[src/design/sfb_pkg.sv]
// Constants shared by the supply fault detector bank
package sfb_pkg;
	// ****************************************************************
	// Channel layout
	// ****************************************************************
	localparam int NCH = 10;        // Ten input channels
	localparam int NDED = 5;        // Dedicated analog channels 0..4
	localparam int NDUAL = 5;       // Dual-function channels 5..9
	localparam int NDET = NCH + NDUAL; // Primary plus warning detectors
	localparam int CH_HIGH = 4;     // High range input channel index
	localparam int CODE_MAX = 255;  // Full-scale threshold code
	localparam int HYST_MAX = 31;   // Largest hysteresis code

	// ****************************************************************
	// Timing
	// ****************************************************************
	localparam int CLK_PERIOD_NS = 10;
	localparam int US_NS = 1000;
	localparam int CYC_PER_US = US_NS / CLK_PERIOD_NS;
	localparam int GLITCH_MAX_US = 100;
	localparam int GCNT_W = 14;

	// ****************************************************************
	// Register map, byte addresses
	// ****************************************************************
	localparam logic [7:0] CH_STRIDE = 8'h08;
	localparam logic [7:0] OFS_CH_CFG = 8'h00;   // Word 0 of a channel
	localparam logic [7:0] OFS_CH_GF = 8'h04;    // Word 1 of a channel
	localparam logic [7:0] OFS_STATUS = 8'h50;
	localparam logic [7:0] OFS_EVT = 8'h54;
	localparam logic [7:0] OFS_EVT_CLR = 8'h58;
	localparam logic [7:0] OFS_EVT_EN = 8'h5C;

	// Channel word 0 fields
	localparam int F_UVTH = 0;
	localparam int F_OVTH = 8;
	localparam int F_HYST = 16;
	localparam int F_MODE = 21;
	localparam int F_RANGE = 23;
	localparam int F_LOGIC = 25;
	// Status fields
	localparam int F_FAULT = 0;
	localparam int F_WARN = 10;
	localparam int F_LVIN = 15;

	// Reset values
	localparam logic [7:0] RST_UVTH = 8'h00;
	localparam logic [7:0] RST_OVTH = 8'hFF;
	localparam logic [4:0] RST_HYST = 5'h00;
	localparam logic [6:0] RST_GF = 7'h00;

	// ****************************************************************
	// Modes and ranges
	// ****************************************************************
	typedef enum logic [1:0] {
		SFB_OFF = 2'b00,
		SFB_UNDER = 2'b01,
		SFB_OVER = 2'b10,
		SFB_WINDOW = 2'b11
	} sfb_mode_e;

	// Range 0: 0.573+0.802, 1: 1.25+1.75, 2: 2.5+3.5, 3: 6.0+8.4 volts
	localparam logic [1:0] RNG_LOW = 2'h0;
	localparam logic [1:0] RNG_MID = 2'h1;
	localparam logic [1:0] RNG_HIGH = 2'h2;
	localparam logic [1:0] RNG_TOP = 2'h3;
endpackage

[src/design/sfb_supply_fault_detector.sv]
// Ten channel supply fault detector bank with AHB-Lite registers
//
// Behaviour
// - Ten channels; five dual-function ones are analog or logic, not both.
// - Each analog channel flags under, over or out-of-window faults.
// - Under and over thresholds are 8-bit codes per channel.
// - Code N means range bottom plus span times N over 255.
// - Four ranges: 0.573/0.802, 1.25/1.75, 2.5/3.5, 6.0/8.4 volts.
// - High two top ranges, positive three low, dual lowest; filter to 100us.
// - Both comparators evaluate continuously with programmable hysteresis.
// - Active under fault clears only above threshold plus hysteresis.
// - Active over fault clears only below threshold minus hysteresis.
// - Hysteresis is a 5-bit code up to 31, span times code over 255.
// - Glitch filter drops pulses shorter than timeout, delays longer ones.
// - Logic-mode dual channel becomes warning detector on its paired input.
//
// Local design decisions: the register offsets and the AHB-Lite register port.
`timescale 1ns/1ps

module sfb_supply_fault_detector #(
	parameter int CYC_PER_US = sfb_pkg::CYC_PER_US
) (
	input wire logic hclk,
	input wire logic hresetn,
	input wire logic hsel,
	input wire logic [31:0] haddr,
	input wire logic [1:0] htrans,
	input wire logic hwrite,
	input wire logic [2:0] hsize,
	input wire logic [31:0] hwdata,
	input wire logic hready,
	output logic hreadyout,
	output logic hresp,
	output logic [31:0] hrdata,
	input wire logic [7:0] supply_level [sfb_pkg::NCH],
	input wire logic [sfb_pkg::NDUAL-1:0] dual_function_input,
	output logic [sfb_pkg::NCH-1:0] fault_flag,
	output logic [sfb_pkg::NDUAL-1:0] warn_flag,
	output logic irq
);
	import sfb_pkg::*;

	// ****************************************************************
	// Helper functions
	// ****************************************************************
	// Clamp a range code to what the channel's attenuator offers
	function automatic logic [1:0] legal_range(input int ch,
		input logic [1:0] r);
		logic [1:0] res;
		res = r;
		if (ch == CH_HIGH) begin
			if (r < RNG_HIGH) res = RNG_HIGH;
		end else if (ch < NDED) begin
			if (r > RNG_HIGH) res = RNG_HIGH;
		end else begin
			res = RNG_LOW;
		end
		return res;
	endfunction

	// Configuration channel that drives a detector
	function automatic int cfg_of(input int d);
		return (d < NCH) ? d : d - NCH + NDED;
	endfunction

	// Level channel that a detector watches
	function automatic int lvl_of(input int d);
		return (d < NCH) ? d : d - NCH;
	endfunction

	// ****************************************************************
	// Input synchronisers
	// ****************************************************************
	logic [7:0] lvl_m [NCH];
	logic [7:0] lvl_s [NCH];
	logic [NDUAL-1:0] din_m;
	logic [NDUAL-1:0] din_s;

	// Levels come from another domain, so two flops before use
	always_ff @(posedge hclk or negedge hresetn) begin
		if (!hresetn) begin
			for (int i = 0; i < NCH; i++) begin
				lvl_m[i] <= 8'h00;
				lvl_s[i] <= 8'h00;
			end
			din_m <= '0;
			din_s <= '0;
		end else begin
			lvl_m <= supply_level;
			lvl_s <= lvl_m;
			din_m <= dual_function_input;
			din_s <= din_m;
		end
	end

	// ****************************************************************
	// AHB-Lite slave
	// ****************************************************************
	logic [7:0] uvth_q [NCH];
	logic [7:0] ovth_q [NCH];
	logic [4:0] hyst_q [NCH];
	sfb_mode_e mode_q [NCH];
	logic [1:0] rng_q [NCH];
	logic [6:0] gf_q [NCH];
	logic [NDUAL-1:0] logic_sel_q;
	logic [NDET-1:0] evt_q;
	logic [NDET-1:0] evt_en_q;
	logic [NDET-1:0] filt_q;
	logic wr_pend_q;
	logic [7:0] wr_addr_q;
	logic [31:0] rdata_d;
	logic [NDET-1:0] clr_mask;
	logic [NDET-1:0] evt_set;

	assign hreadyout = 1'b1; // Zero wait states
	assign hresp = 1'b0;     // Always OKAY
	assign fault_flag = filt_q[NCH-1:0];
	assign warn_flag = filt_q[NDET-1:NCH];
	assign irq = |(evt_q & evt_en_q);

	// Capture a write address phase for use in the data phase
	always_ff @(posedge hclk or negedge hresetn) begin
		if (!hresetn) begin
			wr_pend_q <= 1'b0;
			wr_addr_q <= 8'h00;
		end else if (hready) begin
			wr_pend_q <= hsel & htrans[1] & hwrite;
			wr_addr_q <= haddr[7:0];
		end
	end

	// Read decode in the address phase; unmapped words read zero
	always_comb begin
		int c;
		c = int'(haddr[7:3]);
		rdata_d = 32'h0000_0000;
		if (haddr[7:0] < OFS_STATUS) begin
			if (haddr[2:0] == OFS_CH_CFG[2:0]) begin
				rdata_d[F_UVTH +: 8] = uvth_q[c];
				rdata_d[F_OVTH +: 8] = ovth_q[c];
				rdata_d[F_HYST +: 5] = hyst_q[c];
				rdata_d[F_MODE +: 2] = mode_q[c];
				rdata_d[F_RANGE +: 2] = rng_q[c];
				if (c >= NDED) rdata_d[F_LOGIC] = logic_sel_q[c - NDED];
			end else if (haddr[2:0] == OFS_CH_GF[2:0]) begin
				rdata_d[6:0] = gf_q[c];
			end
		end else if (haddr[7:0] == OFS_STATUS) begin
			rdata_d[F_FAULT +: NCH] = filt_q[NCH-1:0];
			rdata_d[F_WARN +: NDUAL] = filt_q[NDET-1:NCH];
			rdata_d[F_LVIN +: NDUAL] = din_s & logic_sel_q;
		end else if (haddr[7:0] == OFS_EVT) begin
			rdata_d[NDET-1:0] = evt_q;
		end else if (haddr[7:0] == OFS_EVT_EN) begin
			rdata_d[NDET-1:0] = evt_en_q;
		end
	end

	// Read data registered so it stands during the data phase
	always_ff @(posedge hclk or negedge hresetn) begin
		if (!hresetn) begin
			hrdata <= 32'h0000_0000;
		end else if (hready && hsel && htrans[1] && !hwrite) begin
			hrdata <= rdata_d;
		end
	end

	// Channel configuration writes, clamped to legal values
	always_ff @(posedge hclk or negedge hresetn) begin
		if (!hresetn) begin
			for (int i = 0; i < NCH; i++) begin
				uvth_q[i] <= RST_UVTH;
				ovth_q[i] <= RST_OVTH;
				hyst_q[i] <= RST_HYST;
				mode_q[i] <= SFB_OFF;
				rng_q[i] <= (i == CH_HIGH) ? RNG_HIGH : RNG_LOW;
				gf_q[i] <= RST_GF;
			end
			logic_sel_q <= '0;
			evt_en_q <= '0;
		end else if (wr_pend_q) begin
			for (int i = 0; i < NCH; i++) begin
				if (wr_addr_q == OFS_CH_CFG + CH_STRIDE * 8'(i)) begin
					uvth_q[i] <= hwdata[F_UVTH +: 8];
					ovth_q[i] <= hwdata[F_OVTH +: 8];
					hyst_q[i] <= hwdata[F_HYST +: 5];
					mode_q[i] <= sfb_mode_e'(hwdata[F_MODE +: 2]);
					rng_q[i] <= legal_range(i, hwdata[F_RANGE +: 2]);
					if (i >= NDED) begin
						logic_sel_q[i - NDED] <= hwdata[F_LOGIC];
					end
				end
				if (wr_addr_q == OFS_CH_GF + CH_STRIDE * 8'(i)) begin
					// Timeouts beyond the limit saturate
					if (hwdata[6:0] > 7'(GLITCH_MAX_US)) begin
						gf_q[i] <= 7'(GLITCH_MAX_US);
					end else begin
						gf_q[i] <= hwdata[6:0];
					end
				end
			end
			if (wr_addr_q == OFS_EVT_EN) evt_en_q <= hwdata[NDET-1:0];
		end
	end

	// ****************************************************************
	// Comparators with hysteresis
	// ****************************************************************
	logic [NDET-1:0] uv_q;
	logic [NDET-1:0] ov_q;
	logic [NDET-1:0] det_on;
	logic [NDET-1:0] raw;

	// Dual channel feeds its own pin or the paired input, never both
	always_comb begin
		for (int d = 0; d < NDET; d++) begin
			if (d < NDED) begin
				det_on[d] = 1'b1;
			end else if (d < NCH) begin
				det_on[d] = !logic_sel_q[d - NDED];
			end else begin
				det_on[d] = logic_sel_q[d - NCH];
			end
		end
	end

	// Compare codes on the threshold scale every clock
	always_ff @(posedge hclk or negedge hresetn) begin
		if (!hresetn) begin
			uv_q <= '0;
			ov_q <= '0;
		end else begin
			for (int d = 0; d < NDET; d++) begin
				int c;
				int l;
				c = cfg_of(d);
				l = lvl_of(d);
				if (!det_on[d]) begin
					uv_q[d] <= 1'b0;
					ov_q[d] <= 1'b0;
				end else begin
					// Under: set below, clear above threshold + hyst
					if (lvl_s[l] < uvth_q[c]) begin
						uv_q[d] <= 1'b1;
					end else if ({1'b0, lvl_s[l]} >
						{1'b0, uvth_q[c]} + {4'h0, hyst_q[c]}) begin
						uv_q[d] <= 1'b0;
					end
					// Over: set above, clear below threshold - hyst
					if (lvl_s[l] > ovth_q[c]) begin
						ov_q[d] <= 1'b1;
					end else if ({1'b0, lvl_s[l]} + {4'h0, hyst_q[c]} <
						{1'b0, ovth_q[c]}) begin
						ov_q[d] <= 1'b0;
					end
				end
			end
		end
	end

	// Mode picks which comparator counts as the fault
	always_comb begin
		for (int d = 0; d < NDET; d++) begin
			case (mode_q[cfg_of(d)])
				SFB_UNDER: raw[d] = uv_q[d];
				SFB_OVER: raw[d] = ov_q[d];
				SFB_WINDOW: raw[d] = uv_q[d] | ov_q[d];
				default: raw[d] = 1'b0;
			endcase
		end
	end

	// ****************************************************************
	// Glitch filters
	// ****************************************************************
	logic [GCNT_W-1:0] gcnt_q [NDET];
	logic [GCNT_W-1:0] glim [NDET];

	// Timeout in cycles; zero still costs one cycle of delay
	always_comb begin
		for (int d = 0; d < NDET; d++) begin
			glim[d] = GCNT_W'(int'(gf_q[cfg_of(d)]) * CYC_PER_US);
		end
	end

	// Output follows only after the input held its new value long enough
	always_ff @(posedge hclk or negedge hresetn) begin
		if (!hresetn) begin
			filt_q <= '0;
			for (int d = 0; d < NDET; d++) gcnt_q[d] <= '0;
		end else begin
			for (int d = 0; d < NDET; d++) begin
				if (raw[d] == filt_q[d]) begin
					gcnt_q[d] <= '0; // Short pulse dropped
				end else if (gcnt_q[d] + 1'b1 >= glim[d]) begin
					filt_q[d] <= raw[d];
					gcnt_q[d] <= '0;
				end else begin
					gcnt_q[d] <= gcnt_q[d] + 1'b1;
				end
			end
		end
	end

	// ****************************************************************
	// Event status and interrupt
	// ****************************************************************
	// New fault or warning edges; set wins over a same-cycle clear
	always_comb begin
		clr_mask = '0;
		if (wr_pend_q && wr_addr_q == OFS_EVT_CLR) clr_mask = hwdata[NDET-1:0];
		evt_set = '0;
		for (int d = 0; d < NDET; d++) begin
			if (raw[d] != filt_q[d] && raw[d] &&
				gcnt_q[d] + 1'b1 >= glim[d]) evt_set[d] = 1'b1;
		end
	end

	always_ff @(posedge hclk or negedge hresetn) begin
		if (!hresetn) begin
			evt_q <= '0;
		end else begin
			evt_q <= (evt_q & ~clr_mask) | evt_set;
		end
	end
endmodule

[config.mk]
export PLATFORM = sky130hd
export DESIGN_NAME = sfb_supply_fault_detector
export DESIGN_NICKNAME = d
export VERILOG_FILES = /design/src/design/sfb_pkg.sv /design/src/design/sfb_supply_fault_detector.sv
export SDC_FILE = /design/constraint.sdc
export NUM_CORES = 2
export LEC_CHECK = 0
export BUFFER_PORTS_ARGS = -buffer_cell sky130_fd_sc_hd__buf_2
export CORE_MARGIN = 4
export CORE_UTILIZATION = 55
export CTS_CLUSTER_SIZE = 16
export DETAILED_ROUTE_END_ITERATION = 10
export PLACE_DENSITY = 0.74
export SETUP_SLACK_MARGIN = 0.1
export SLEW_MARGIN = 30
export SYNTH_ARGS = -nofsm -noshare
export SYNTH_HDL_FRONTEND = slang
export SYNTH_SLANG_ARGS = --single-unit
[constraint.sdc]
create_clock -name hclk -period 4.75 [get_ports hclk]
set_input_delay 0.2375 -clock hclk [delete_from_list [all_inputs] [get_ports hclk]]
set_output_delay 0.2375 -clock hclk [all_outputs]
set_load 0.03 [all_outputs]
Yosys cells after proc, flatten, opt, wreduce, memory -nomap -nowiden

Cells that the tools add are included.

Register bits after elaboration: 805
Bits of input ports: 159
Output and inout bits: 50
Word-level logic and storage cells: 682

Add/sub/neg operators: 41
$mul: 10
Magnitude comparators: 82
Equality and inequality tests: 95
Muxes and demuxes: 175
Bitwise logic cells: 38
Reduce and logical (&&, ||, !) cells: 94

Operator list:

| kind                    | number |
|---|---|
| $mux W14                | 30 |
| $add A8 B5 Y9           | 25 |
| $add A14 B1 Y14 const B | 15 |
| $ge A14 B14 Y1          | 15 |
| $gt A8 B9 Y1            | 15 |
| $lt A9 B8 Y1            | 15 |
| $gt A8 B8 Y1            | 15 |
| $lt A8 B8 Y1            | 15 |
| $mul A7 B5 Y12 const B  | 10 |
| $mux W1                 | 98 |
| $eq A8 B7 Y1 const B    | 9 |
| $reduce_and A2 Y1       | 36 |
| $bmux W8 S4             | 2 |
| $eq A8 B6 Y1 const B    | 8 |
| $mux W15                | 4 |
| $pmux W1 S3             | 15 |
| $eq A2 B2 Y1 const B    | 20 |
| $mux W7                 | 5 |
| $logic_and A1 B1 Y1     | 34 |
| $eq A8 B5 Y1 const B    | 4 |
| $ge A32 B5 Y1 const B   | 1 |
| $mux W8                 | 4 |
| $not A5 Y32             | 1 |
| $and A15 B15 Y15        | 2 |
| other kinds (35)        | 137 |

Depth between registers and ports, before layout

Depth after elaboration: 7
Depth in mapped cells: 18
Gate-level depth less buffers: 17

Worst setup path before layout

OpenSTA, ideal clock, no wires.

Path type: register to register
From: reg gf_q[16] (netlist bit)
To: reg filt_q[7]
Setup time: 0.122 ns
Arrival: 4.003 ns
Data required time: 4.628 ns
Path slack: 0.626 ns
Stages on the path, launching flop included: 15
Path buffers: 0
Clock period less this slack: 4.124 ns
Cells stage by stage: dfrtp_1 ha_1 ha_1 fa_1 ha_1 a21o_1 a21oi_1 xor2_1 ha_1 a21o_1 a211oi_1 a31oi_2 nor3_1 o21ai_1 a32o_1

Cells in the longest elaborated chain, start to end: 3

RTL lines:

| item                              | line                             | text |
|---|---|---|
| from (decl)                       | sfb_supply_fault_detector.sv:104 | `logic [6:0] gf_q [NCH];` |
| from (signal, indexed assignment) | sfb_supply_fault_detector.sv:196 | `gf_q[i] <= 7'(GLITCH_MAX_US);` |
| from (signal, indexed assignment) | sfb_supply_fault_detector.sv:198 | `gf_q[i] <= hwdata[6:0];` |
| $mul A7 B5 Y12                    | sfb_supply_fault_detector.sv:282 | `glim[d] = GCNT_W'(int'(gf_q[cfg_of(d)]) * CYC_PER_US);` |
| $ge A14 B14 Y1                    | sfb_supply_fault_detector.sv:295 | `end else if (gcnt_q[d] + 1'b1 >= glim[d]) begin` |
| $reduce_and A2 Y1 (no line)       | n/a                              |  |
| to (signal, indexed assignment)   | sfb_supply_fault_detector.sv:296 | `filt_q[d] <= raw[d];` |
| to (decl)                         | sfb_supply_fault_detector.sv:108 | `logic [NDET-1:0] filt_q;` |

No other way between the ends.
A chain may end at the register's enable or synchronous reset.

Worst setup path in the final report

Ends and elaborated chain as after synthesis.

==> impl_results.md <==
- Worst Setup End Kind: flop
- Tot Pwr: 21.0 mW
- Dpl ws: 0.167 ns
- Top area cells in the synthesized netlist: dfrtp_1, ha_1, mux2_2
- Largest net degree at the start of global routing: 131
- Cell Rows: 119
- CTS tree: yes
- Endpoints failing hold: 0
- CP top delay family: adder cells
- CTS root buffer: clkbuf_16
- First-pass iteration count of the detailed router: 6
- Synth cell types: 95
- Setup slack after layout: 0.273 ns
- Minimum clock period: 4.48 ns
- WL final: between 150,000 and 200,000 um
- Fin nets: 7,047
- ANT nets after route: 0
- CTS sink count: ~800
- Detailed placement HPWL: 126,000 um
- Area Overhead vs Synth: 11.5%
- Yosys top cell by area: dfrtp_1
- Post-Syn Area: 58,300 um^2
- Fin Hold WS: between 0.04 and 0.05 ns
- Final Max Tran Viols: 0
- Fillers: 8,480
- Register area share after synthesis: 34.7%
- Worst skew pair latency: 0.68 ns
- Crit path top cell by count: ha_1
- Vias in the first global route: 45,117
- FMAX: 223 MHz
- Routability cong.: 0.959
- Worst-Margin Slew: 0.966 ns
- Core box area: 105,000 um^2
- Crit Path Class: reg -> reg
- Multi-input gate area: 36,200 um^2
- Htree depth: 3
- Clock tree buffer depth: 3
- Data required time of the worst path: 5.31 ns
- Avg WL per Cell: 22.8 um
- Number of synthesized flops with an enable pin: 0
- Worst path bufs/invs: 0
- Number of remaining DRC errors: 0
- Boundary Pins: about 210
- Vias: ~45,000
- Chip Width: between 300 and 400 um
- GRT overflow: 0
- Synth Flop Type: dfrtp_1
- Post-route setup TNS: 0 ns
- Clock transition at path regs: 0.06 ns
- Synth Register Bits: 804
- Power density over the cells: about 320 nW/um^2
- CTS Buf Count: 91
- Synthesis Warnings: 0
- IR drop worst, VDD: 309 uV
- Die ar.: 111,000 um^2
- Max Cap Viol: 0
- Layout cell share with drive strength beyond 1: 14.3%
- Top-area cell type share of the netlist area: 31.1%
- Antenna violations before repair: 11
- Final setup vio count: 0
- Hold crit path type: in -> reg
- Post-Route Utilization: approximately 62%
- All-layer global routing usage: 29.5%
- CP cell instances: ha_1, ha_1, fa_1, ha_1, a21o_1, a21oi_1, xor2_1, ha_1, a21o_1, a211oi_2, a31oi_2, nor3_1, o21ai_2, a32o_1
- Period utilization: a little over nine tenths
- I/O Buffers: 166
- Largest stage delay, worst path: 0.47 ns
- First-pass GRT wire length: 257,000 um
- Leakage: 31.8 nW
- Synthesized instance count: roughly 5,500
- Most common cell in the netlist: ha_1
- First-iteration detailed-routing DRC count: 3,426
- Slew margin rel.: a little over a third
- Worst Path Max Fanout: 6
- Final Skew: 0.0225 ns
- Die height: 334 um
- Synthesized area per cell: 10.5 um^2
- Synth async-reset ratio: 100%
- Status: finished, final reports clean
- DR vias/cell: 6.13
- Setup crit start kind: flop
- Critical path arrival: 5.04 ns
- RSZ-0062 raised after global routing: no
- FF/Latch Area: 20,200 um^2
- Initial Utilization: 55.4%
- Commonest cells in the netlist: ha_1, dfrtp_1, inv_1
- Crit-path slowest cell: dfrtp_2
worst min-delay path: stages:
cell and delay (ns):
buf_2 0.25, nand2_1 0.10, o21ai_0 0.09
final timing paths:
path,slack (ns),start,endpoint,depth (start not counted)
max,0.27,gf_q[16],filt_q[7],14
min,0.04,hwdata[12],ovth_q[44],3
max reg2reg,0.27,gf_q[16],filt_q[7],14
min reg2reg,0.34,lvl_m[31],lvl_s[31],0
max in group asynchronous,3.33,hresetn,lvl_s[23],3
min in group asynchronous,0.18,hresetn,gcnt_q[126],2
layout by cell type, fill, tap and decap left out, types with 60 or more instances in the layout:
cell type,instances
a21o_1,177
a21oi_1,244
and3_1,60
buf_2,165
clkbuf_16,92
dfrtp_1,723
dfstp_2,80
dlygate4sd3_1,99
ha_1,1022
inv_1,368
mux2_2,255
mux2i_1,66
mux4_2,62
nand2_1,293
nand3_1,147
nand4_1,77
nor2_1,254
nor2b_1,115
nor3_1,64
o21a_1,85
o21ai_0,268
xnor2_1,274
xor2_1,115
power by group:
group	internal, mW	total [mW]	leakage, nW	switching, mW
registers	7.23	7.77	9.75	0.538
logic	2.62	5.93	20.6	3.30
clock network	4.25	7.32	1.48	3.06
what timing repair did:
| action | 4_1_cts | 5_1_grt |
|---|---|---|
| hold endpoints to repair | 179 | 0 |
| setup buffers | 0 | 8 |
| hold buffers | 99 | 0 |
| setup endpoints to repair | 1 | 111 |
| pin swaps | 0 | 8 |
| resized for setup | 1 | 26 |
cells by family after synthesis:
logic type                 share of synthesized area [%]
and+or+nand+nor                                     10.6
AOI/OAI and AO/OA                                   13.4
adders and majority gates                           23.5
DFF                                                 34.7
buffers and inverters                               3.50
xor gates and xnor gates                            5.86
muxes                                               8.45
other                                             0.0129
flip-flops by register name, summed over array words and instances, names as in the netlist, 20 cells and up:
| name | flops |
|---|---|
| ovth_q | 80 |
| gcnt_q | 210 |
| gf_q | 70 |
| lvl_m | 80 |
| hyst_q | 50 |
| hrdata | 26 |
| lvl_s | 80 |
| mode_q | 20 |
| uvth_q | 80 |
per-stage QoR:
stage | std cells | area (um^2)
floorplan | 5554 | 58300
global placement | 7010 | 60700
detailed placement | 7011 | 60700
CTS | 7280 | 64800
global route | 7289 | 65000
finish | 7297 | 65000
cell type report:
| cell class | count | share of cell area [%] |
|---|---|---|
| clock buffer | 121 | 3.88 |
| timing repair buffer | 317 | 3.58 |
| tap | 1391 | 2.68 |
| clock inverter | 49 | 0.862 |
| antenna | 8 | 0.0308 |
| sequential | 804 | 31.1 |
| inverter | 368 | 2.12 |
| multi-input combinational | 4239 | 55.7 |
layer usage:
metal | vias up | part of all wire (%) | GRT usage [%]
met5 | - | 0.028 | 0
met4 | 6 | 6.7 | 16.3
met3 | 528 | 7.5 | 5.69
met2 | 1693 | 45 | 47.3
met1 | 21817 | 41 | 37.7
li1 | 20718 | - | -
Note: power is estimated with default switching activity, not from simulation.
